==> src/hdl/tec_regs.vh <==
// Register map, field positions, reset values and encodings of the timer/event counter.
`ifndef TEC_REGS_VH
`define TEC_REGS_VH

`define TEC_ADDR_W 8
`define TEC_OFS_CONTROL 8'h00
`define TEC_OFS_DATA 8'h04

`define TEC_MODE_HI 7
`define TEC_MODE_LO 6
`define TEC_RSV_BIT 5
`define TEC_CNTEN_BIT 4
`define TEC_EDGE_BIT 3
`define TEC_PSC_HI 2
`define TEC_PSC_LO 0
`define TEC_PDIV_HI 4
`define TEC_PDIV_LO 2
`define TEC_SUBSEL_BIT 1
`define TEC_PWM_ENABLE_BIT 0

`define TEC_MODE_PWM 2'b00
`define TEC_MODE_EVENT 2'b01
`define TEC_MODE_TIMER 2'b10
`define TEC_MODE_PULSE 2'b11

`define TEC_CTRL_RESET 8'h00
`define TEC_DATA_RESET 8'h00
`define TEC_CTRL_WMASK 8'hDF
`define TEC_CNT_MAX 8'hFF
`define TEC_PSC_ALL 7'h7F
`define TEC_PSC_ONE 7'h01

`define TEC_PDIV_LIM_1 6'h00
`define TEC_PDIV_LIM_2 6'h01
`define TEC_PDIV_LIM_3 6'h02
`define TEC_PDIV_LIM_4 6'h03
`define TEC_PDIV_LIM_8 6'h07
`define TEC_PDIV_LIM_16 6'h0F
`define TEC_PDIV_LIM_32 6'h1F
`define TEC_PDIV_LIM_64 6'h3F

`endif

==> src/hdl/tec_timer_event_counter_pwm.v <==
// Eight-bit timer, event counter, pulse width meter and PWM generator with an APB slave.

`include "tec_regs.vh"

module tec_timer_event_counter_pwm (
   input wire clk,
   input wire rst_n,
   input wire psel,
   input wire penable,
   input wire pwrite,
   input wire [`TEC_ADDR_W-1:0] paddr,
   input wire [31:0] pwdata,
   output reg [31:0] prdata,
   output reg pready,
   output reg pslverr,
   input wire timebaseTick,
   input wire counterInputPin,
   input wire sleepMode,
   output reg overflowIrq,
   output reg wakeupReq,
   output reg pwmOut,
   output reg pwmOutInverted
);

   reg [7:0] control_r;
   reg [7:0] counter_r;
   reg [7:0] preload_r;
   reg [7:0] duty_r;
   reg [6:0] pscCnt_r;
   reg pinPrev_r;
   reg measuring_r;
   reg [5:0] pwmDivCnt_r;
   reg [7:0] pwmCnt_r;
   reg [5:0] pwmDivLim;
   reg pwmHigh;
   reg [7:0] readValue;
   reg addrOk;
   reg [6:0] pscMask;
   reg activeEdge;
   reg pulseStart;
   reg pulseEdgeEnd;
   reg countStep;
   reg [7:0] subIndex;
   reg [7:0] subPosition;
   reg [7:0] baseDuty;
   reg [7:0] dutyExtension;

   wire [1:0] modeSelect;
   wire countEnable;
   wire edgeSelect;
   wire [2:0] prescaleSelect;
   wire [2:0] pwmClockDivider;
   wire subcycleSelect;
   wire pwmEnable;
   wire isPwm;
   wire isEvent;
   wire isTimer;
   wire isPulse;
   wire accessFirst;
   wire accessDone;
   wire wrStrobe;
   wire ctrlWr;
   wire dataWr;
   wire prescaledTick;
   wire pinRise;
   wire pinFall;
   wire pulseStop;
   wire overflow;
   wire pwmRun;
   wire pwmTick;
   wire [7:0] highLength;

   // Both control views are one register; the mode field decides how bits 4..0 are read.
   assign modeSelect = control_r[`TEC_MODE_HI:`TEC_MODE_LO];
   assign countEnable = control_r[`TEC_CNTEN_BIT];
   assign edgeSelect = control_r[`TEC_EDGE_BIT];
   assign prescaleSelect = control_r[`TEC_PSC_HI:`TEC_PSC_LO];
   assign pwmClockDivider = control_r[`TEC_PDIV_HI:`TEC_PDIV_LO];
   assign subcycleSelect = control_r[`TEC_SUBSEL_BIT];
   assign pwmEnable = control_r[`TEC_PWM_ENABLE_BIT];

   assign isPwm = (modeSelect == `TEC_MODE_PWM);
   assign isEvent = (modeSelect == `TEC_MODE_EVENT);
   assign isTimer = (modeSelect == `TEC_MODE_TIMER);
   assign isPulse = (modeSelect == `TEC_MODE_PULSE);

   // The slave answers in the second access cycle; writes take effect at that edge.
   assign accessFirst = psel & penable & ~pready;
   assign accessDone = psel & penable & pready;
   assign wrStrobe = accessDone & pwrite;
   assign ctrlWr = wrStrobe & (paddr == `TEC_OFS_CONTROL);
   assign dataWr = wrStrobe & (paddr == `TEC_OFS_DATA);

   always @* begin
      addrOk = 1'b0;
      readValue = 8'h00;
      case (paddr)
         `TEC_OFS_CONTROL: begin
            addrOk = 1'b1;
            readValue = control_r & `TEC_CTRL_WMASK;
         end
         `TEC_OFS_DATA: begin
            addrOk = 1'b1;
            if (isPwm) begin
               readValue = duty_r;
            end else begin
               readValue = counter_r;
            end
         end
         default: begin
            addrOk = 1'b0;
            readValue = 8'h00;
         end
      endcase
   end

   always @(posedge clk or negedge rst_n) begin
      if (!rst_n) begin
         pready <= 1'b0;
      end else begin
         pready <= accessFirst;
      end
   end

   always @(posedge clk or negedge rst_n) begin
      if (!rst_n) begin
         pslverr <= 1'b0;
      end else begin
         pslverr <= accessFirst & ~addrOk;
      end
   end

   always @(posedge clk or negedge rst_n) begin
      if (!rst_n) begin
         prdata <= 32'h0000_0000;
      end else if (accessFirst & ~pwrite) begin
         prdata <= {24'h00_0000, readValue};
      end else begin
         prdata <= 32'h0000_0000;
      end
   end

   // Free-running prescaler on the time base; a selected tick marks the falling edge of bit k-1.
   always @* begin
      case (prescaleSelect)
         3'b000: pscMask = 7'h00;
         3'b001: pscMask = 7'h01;
         3'b010: pscMask = 7'h03;
         3'b011: pscMask = 7'h07;
         3'b100: pscMask = 7'h0F;
         3'b101: pscMask = 7'h1F;
         3'b110: pscMask = 7'h3F;
         default: pscMask = 7'h7F;
      endcase
   end

   assign prescaledTick = timebaseTick & ((pscCnt_r | ~pscMask) == `TEC_PSC_ALL);

   always @(posedge clk or negedge rst_n) begin
      if (!rst_n) begin
         pscCnt_r <= 7'h00;
      end else if (timebaseTick) begin
         pscCnt_r <= pscCnt_r + `TEC_PSC_ONE;
      end
   end

   // Edge detection on the external input pin.
   always @(posedge clk or negedge rst_n) begin
      if (!rst_n) begin
         pinPrev_r <= 1'b0;
      end else begin
         pinPrev_r <= counterInputPin;
      end
   end

   assign pinRise = counterInputPin & ~pinPrev_r;
   assign pinFall = ~counterInputPin & pinPrev_r;
   always @* begin
      if (edgeSelect) begin
         activeEdge = pinFall;
         pulseStart = pinRise;
         pulseEdgeEnd = pinFall;
      end else begin
         activeEdge = pinRise;
         pulseStart = pinFall;
         pulseEdgeEnd = pinRise;
      end
   end

   assign pulseStop = isPulse & countEnable & measuring_r & pulseEdgeEnd;

   // Pulse measurement arms on the start edge and ends on the opposite edge.
   always @(posedge clk or negedge rst_n) begin
      if (!rst_n) begin
         measuring_r <= 1'b0;
      end else if (!isPulse || !countEnable) begin
         measuring_r <= 1'b0;
      end else if (!measuring_r && pulseStart) begin
         measuring_r <= 1'b1;
      end else if (pulseStop) begin
         measuring_r <= 1'b0;
      end
   end

   // Event mode uses only the pin; the prescaler is not looked at there.
   always @* begin
      countStep = 1'b0;
      if (~isPwm & countEnable) begin
         if (isEvent) begin
            countStep = activeEdge;
         end else if (isTimer) begin
            countStep = prescaledTick;
         end else if (isPulse) begin
            countStep = measuring_r & ~pulseStop & prescaledTick;
         end else begin
            countStep = 1'b0;
         end
      end
   end
   assign overflow = countStep & (counter_r == `TEC_CNT_MAX);

   // Control register; software writes win over the hardware clear of the enable bit.
   always @(posedge clk or negedge rst_n) begin
      if (!rst_n) begin
         control_r <= `TEC_CTRL_RESET;
      end else if (ctrlWr) begin
         control_r <= pwdata[7:0] & `TEC_CTRL_WMASK;
      end else if (pulseStop) begin
         control_r[`TEC_CNTEN_BIT] <= 1'b0;
      end
   end

   // Data address writes the duty in PWM mode and the preload otherwise, plus the counter while counting is off.
   always @(posedge clk or negedge rst_n) begin
      if (!rst_n) begin
         duty_r <= `TEC_DATA_RESET;
      end else if (dataWr && isPwm) begin
         duty_r <= pwdata[7:0];
      end
   end

   always @(posedge clk or negedge rst_n) begin
      if (!rst_n) begin
         preload_r <= `TEC_DATA_RESET;
      end else if (dataWr && !isPwm) begin
         preload_r <= pwdata[7:0];
      end
   end

   always @(posedge clk or negedge rst_n) begin
      if (!rst_n) begin
         counter_r <= `TEC_DATA_RESET;
      end else if (dataWr && !isPwm && !countEnable) begin
         counter_r <= pwdata[7:0];
      end else if (overflow) begin
         counter_r <= preload_r;
      end else if (countStep) begin
         counter_r <= counter_r + 8'h01;
      end
   end

   // Overflow and wake-up requests are one-cycle pulses; counting never depends on sleep.
   always @(posedge clk or negedge rst_n) begin
      if (!rst_n) begin
         overflowIrq <= 1'b0;
      end else begin
         overflowIrq <= overflow;
      end
   end

   always @(posedge clk or negedge rst_n) begin
      if (!rst_n) begin
         wakeupReq <= 1'b0;
      end else begin
         wakeupReq <= overflow & sleepMode & (isEvent | isPulse);
      end
   end

   // PWM clock divider limit per code.
   always @* begin
      case (pwmClockDivider)
         3'b000: pwmDivLim = `TEC_PDIV_LIM_1;
         3'b001: pwmDivLim = `TEC_PDIV_LIM_2;
         3'b010: pwmDivLim = `TEC_PDIV_LIM_3;
         3'b011: pwmDivLim = `TEC_PDIV_LIM_4;
         3'b100: pwmDivLim = `TEC_PDIV_LIM_8;
         3'b101: pwmDivLim = `TEC_PDIV_LIM_16;
         3'b110: pwmDivLim = `TEC_PDIV_LIM_32;
         default: pwmDivLim = `TEC_PDIV_LIM_64;
      endcase
   end

   assign pwmRun = isPwm & pwmEnable;
   assign pwmTick = pwmRun & (pwmDivCnt_r >= pwmDivLim);

   // The divider and cycle counter restart from zero on enable, so the first cycle is exact here.
   always @(posedge clk or negedge rst_n) begin
      if (!rst_n) begin
         pwmDivCnt_r <= 6'h00;
      end else if (!pwmRun) begin
         pwmDivCnt_r <= 6'h00;
      end else if (pwmTick) begin
         pwmDivCnt_r <= 6'h00;
      end else begin
         pwmDivCnt_r <= pwmDivCnt_r + 6'h01;
      end
   end

   always @(posedge clk or negedge rst_n) begin
      if (!rst_n) begin
         pwmCnt_r <= 8'h00;
      end else if (!pwmRun) begin
         pwmCnt_r <= 8'h00;
      end else if (pwmTick) begin
         pwmCnt_r <= pwmCnt_r + 8'h01;
      end
   end

   // The eight-bit cycle counter splits into sub-cycle index and position within it.
   always @* begin
      if (subcycleSelect) begin
         subIndex = {7'h00, pwmCnt_r[7]};
         subPosition = {1'b0, pwmCnt_r[6:0]};
         baseDuty = {1'b0, duty_r[7:1]};
         dutyExtension = {7'h00, duty_r[0]};
      end else begin
         subIndex = {6'h00, pwmCnt_r[7:6]};
         subPosition = {2'b00, pwmCnt_r[5:0]};
         baseDuty = {2'b00, duty_r[7:2]};
         dutyExtension = {6'h00, duty_r[1:0]};
      end
   end

   assign highLength = baseDuty + {7'h00, (subIndex < dutyExtension)};

   // The duty register is compared live, so a write shows on the very next clock.
   always @* begin
      pwmHigh = subPosition < highLength;
   end

   always @(posedge clk or negedge rst_n) begin
      if (!rst_n) begin
         pwmOut <= 1'b0;
      end else begin
         pwmOut <= pwmRun & pwmHigh;
      end
   end

   always @(posedge clk or negedge rst_n) begin
      if (!rst_n) begin
         pwmOutInverted <= 1'b1;
      end else begin
         pwmOutInverted <= ~(pwmRun & pwmHigh);
      end
   end

endmodule // tec_timer_event_counter_pwm

==> config.mk <==
export PLATFORM = sky130hd
export DESIGN_NAME = tec_timer_event_counter_pwm
export DESIGN_NICKNAME = d
export VERILOG_FILES = /design/src/hdl/tec_timer_event_counter_pwm.v
export VERILOG_INCLUDE_DIRS = /design/src /design/src/hdl
export SDC_FILE = /design/constraint.sdc
export NUM_CORES = 1
export LEC_CHECK = 0
export BUFFER_PORTS_ARGS = -buffer_cell sky130_fd_sc_hd__buf_2
export CORE_MARGIN = 4
export CORE_UTILIZATION = 35
export DETAILED_ROUTE_END_ITERATION = 6
export GPL_ROUTABILITY_DRIVEN = 0
export PLACE_DENSITY = 0.59
export SYNTH_ARGS = -nofsm -noshare
export SYNTH_HDL_FRONTEND = slang
export SYNTH_SLANG_ARGS = --single-unit
==> constraint.sdc <==
create_clock -name clk -period 4.75 [get_ports clk]
set_clock_uncertainty 0.2 [all_clocks]
set_input_delay 0.475 -clock clk [delete_from_list [all_inputs] [get_ports clk]]
set_output_delay 0.475 -clock clk [all_outputs]
set_load 0.05 [all_outputs]
Word level (Yosys, flattened, before mapping) --
Index checks and enable logic that the tools add are counted.
Cells by class: bitwise operators 34, reductions and logical operators 17, muxes and demuxes 27, eq/ne operators 19, $lt $le $gt $ge 3, add/sub/neg operators 5
Operators with widths (count):
- $mux W8 | 7
- $pmux W7 S7 | 1
- $pmux W6 S7 | 1
- $and A1 B1 Y1 | 23
- $eq A3 B3 Y1 const B | 6
- $add A8 B1 Y8 const B | 2
- $pmux W8 S2 | 1
- $mux W7 | 2
- $eq A3 B2 Y1 const B | 4
- $mux W6 | 2
- $mux W1 | 11
- $add A7 B1 Y8 | 1
- $eq A8 B3 Y1 const B | 1
- $eq A8 B8 Y1 const B | 1
- $logic_not A8 Y1 | 1
- $lt A7 B8 Y1 | 1
- $not A1 Y1 | 8
- $add A7 B1 Y7 const B | 1
- $eq A7 B7 Y1 const B | 1
- $not A7 Y7 | 1
- $or A7 B7 Y7 | 1
- $add A6 B1 Y6 const B | 1
- $eq A3 B1 Y1 const B | 2
- $ge A6 B6 Y1 | 1
- other kinds (14) | 24
Word-level totals: output and inout port bits 38, flip-flop bits (word level) 92

Logic depth before layout (Yosys ltp) --
depth in word-level cells 14, gate-level depth with buffers 14

Least setup slack after synthesis --
Ideal clock, no wire load.
path kind reg2reg, start register control_r[1], end register pwmOutInverted, library setup time 0.077 ns, cell stages (with the launch flop) 13, arrival 2.673 ns, period minus slack after synthesis 2.950 ns, path slack 1.800 ns, required time 4.473 ns, path through dfrtp_1 clkbuf_1 nor2b_1 ha_1 a21oi_1 ha_1 ha_1 and3_1 a31oi_1 a31oi_1 ha_1 o32a_1 o21a_1
Between the ends: cells in the longest elaborated chain, start to end 6, elaborated cells between the ends (all ways) 9, those cells by class add/sub: 1; order compare: 2; mux: 4; bitwise: 2
RTL lines:
- from (decl) | RTL line tec_timer_event_counter_pwm.v:25 | reg [7:0] control_r;
- from (signal assigned) | RTL line tec_timer_event_counter_pwm.v:225 | control_r <= `TEC_CTRL_RESET;
- from (signal assigned) | RTL line tec_timer_event_counter_pwm.v:227 | control_r <= pwdata[7:0] & `TEC_CTRL_WMASK;
- $mux W2 | RTL line tec_timer_event_counter_pwm.v:321 | if (subcycleSelect) begin
- $lt A2 B2 Y1 | RTL line tec_timer_event_counter_pwm.v:334 | assign highLength = baseDuty + {7'h00, (subIndex < dutyExtension)};
- $add A7 B1 Y8 | RTL line tec_timer_event_counter_pwm.v:334
- $lt A7 B8 Y1 (*) | RTL line tec_timer_event_counter_pwm.v:338 | pwmHigh = subPosition < highLength;
- $and A1 B1 Y1 (*) | RTL line tec_timer_event_counter_pwm.v:353 | pwmOutInverted <= ~(pwmRun & pwmHigh);
- $not A1 Y1 (*) | RTL line tec_timer_event_counter_pwm.v:353
- to (signal assigned) | RTL line tec_timer_event_counter_pwm.v:353
- to (decl) | RTL line tec_timer_event_counter_pwm.v:22 | output reg pwmOutInverted
Every way passes the cells marked *; elsewhere a longest branch is shown, timed or not. A chain may end at the register's enable or synchronous reset.

Worst setup path in the final report --
Same ends and word-level chain as after synthesis.

==> flow_summary.toml <==
[clock_tree]
cts_tree = "built"
cts_repair_resize_count = 0
clk_path_buf_depth = 2
cts_max_level = 3
cts_hold_buf = 1
cts.clk_slew.worst_paths_ns = 0.05
root_buffer = "clkbuf_16"
clock-sinks = 68
cts_setup_buffers = 0
numCtsBuffers = 9
clk_latency_ns = 0.33

[synthesis]
synthTopCellsByCount = "67 x dfrtp_1, 46 x nand2_1, 35 x nor2_1, 31 x a21oi_1, 29 x o21ai_0"
synth_area_leaders = "dfrtp_1 42%, ha_1 5.9%, buf_4 4.7%"
synthCells = 421
ys.flop_type = "dfrtp_1"
ys_ff_latch = 68
synth_edf_count = 0
yosysTopAreaCell = "dfrtp_1"
synth_warnings = 0
syn_area_per_cell_sq_um = 9.50
yosysMostFrequentCell = "dfrtp_1"
synth_top_area_share_pct = 41.9
netlist-cell-type-count = 49
synthArstFlopShare_pct = 100
syn-cell-area_sq_um = 4000
ys_seq_area_share_pct = 42.6

[global_route]
grt_pass1_wl_mm = 14.8
antenna_found_initial = 0
grt_start_max_net_pins = 53
grt_pass1_vias = 3022
grt.total_usage_pct = 14.0
grt_overflow = 0

[pwr]
p_per_area_nw_per_um2 = 321
p_leak_nw = 2.11
p_total_mw = 1.44
ir_drop_v = 0.000196

[sta]
tns_ns = 0
setup_viol = 0
rsz0062_at_grt = "false"
worst_slack_ns = 1.50
fmaxAchievable_mhz = 308
slew_viol_final = 0
worst_slew_pin_slew_ns = 1.06
fin_crit_ns = 3.25
period_share_pct = 68.3
finalHoldViolCount = 0
slew_headroom_pct = 29.7

[finish]
regArea_sq_um = 1700
fin_cells = 598
nFillCells = 1094
fin_nets = 521
final_util_pct = 40.7
syn2layout_area_growth_pct = 12.3
antenna_cells = 0
layout-drive-gt1-share_pct = 18.3
multiInputGateArea_sq_um = 2070

[floorplanning]
floorplan.initialDensity_pct = 36.2
coreArea_sq_um = 11000
rows = 38
die_height_microns = 115
pin_count = 86
die_area_sq_um = 13200
die_w_microns = 115

[detailed_routing]
vias_per_cell = 5.19
vias = 3105
drt-initial-drc-count = 150
drt-total-wl_mm = 8.75
remaining_drc_errors = 0
dr.pass1.iters = 4
postRouteAntennaNets = 0
wl_per_cell_microns = 14.6

[worst_setup_path]
start_kind = "flip-flop"
end_kind = "flip-flop"
arrival_ns = 3.31
worst-setup-path-type = "reg2reg"
regToRegSetupSlack_ns = 1.50
r2r_cells = 12
timing.rr.start = "control_r[1]"
r2r-end = "pwmOutInverted"
cp.required_ns = 4.81
cp_max_fo = 15

[placed_design]
dpl.hpwl_mm = 6.28
numPortBuffers = 37
placed_cells = 582
pre_cts_ws_ns = 1.55

[run]
drv_cap = 0

[worst_hold_path]
worstHoldStart = "counterInputPin"
hold_depth = 1
hold_class = "in2reg"
whs_endpoint = "pinPrev_r"

[run_status]
status = "finished clean"
==> layer usage <==
layer  GRT usage (%)  routed length, microns
met5               0                       0
met2            22.2                    4120
met3            2.89                     529
met1            19.0                    3960
met4            5.32                     131
==> critical path, stage by stage, from the launching register on <==
cell,delay [ns]
dfrtp_1,0.65
inv_2,0.18
nand2_1,0.11
ha_1,0.23
a21oi_1,0.14
ha_1,0.24
ha_1,0.22
and3_1,0.23
a31oi_1,0.10
a31oi_1,0.16
ha_1,0.25
o32a_1,0.34
o21a_1,0.11
==> worst max-delay path by stage <==
stage / start / end / slack (ns) / cells after the start
final: control_r[1] / pwmOutInverted / 1.50 / 12
after global routing: control_r[1] / pwmOutInverted / 1.14 / 13
after detailed placement: control_r[1] / pwmOutInverted / 1.55 / 13
after global placement: control_r[1] / pwmOutInverted / 1.58 / 12
after floorplan: control_r[1] / pwmOutInverted / 1.80 / 12
after CTS: control_r[1] / pwmOutInverted / 1.53 / 12
==> registers in the layout, indices dropped and copies added, names as in the netlist, 6 cells and up <==
name / cells
control_r: 7
counter_r: 8
duty_r: 8
prdata: 8
preload_r: 8
pscCnt_r: 7
pwmCnt_r: 8
pwmDivCnt_r: 6
==> per-stage QoR <==
stage / hold slack, ns / area, sq um
floorplan: -0.0206 / 4080
global placement: 0.217 / 4190
detailed placement: 0.222 / 4190
CTS: 0.111 / 4490
global route: 0.110 / 4490
finish: 0.113 / 4490
==> cell families after synthesis <==
kind of cell    share of synthesized area, %
other cells                           0.0938
buf+inv                                 7.76
flops                                   42.6
fa+ha+maj                               5.95
simple gates                            18.5
xor+xnor                                3.51
compound gates                          13.4
mux                                     8.20
==> cell type report <==
type	count	share of cell area [%]
Clock inverter	5	1.17
Timing Repair Buffer	40	4.68
Tap cell	140	3.90
Multi-Input combinational cell	325	46.1
Inverter	10	0.836
Sequential cell	68	37.9
Clock buffer	10	5.32
==> placed cells by master, fill, tap and decap left out, drive strengths merged, types with 4 or more instances in the layout <==
master / count
dfrtp: 67
nand2: 46
buf: 39
nor2: 36
a21oi: 31
o21ai: 31
conb: 24
mux2: 22
nand3: 21
ha: 19
xor2: 10
inv: 10
clkbuf: 10
and3: 8
and2: 7
a221o: 7
nand4: 6
xnor2: 6
nor2b: 6
nor3: 6
mux2i: 5
or3: 5
a211oi: 4
==> power by group <==
| group | switching (mW) | internal (mW) |
|---|---|---|
| Clock | 0.247 | 0.414 |
| Sequential | 0.0312 | 0.610 |
| Combinational | 0.0952 | 0.0439 |
Power figures use the tool's default switching activity.
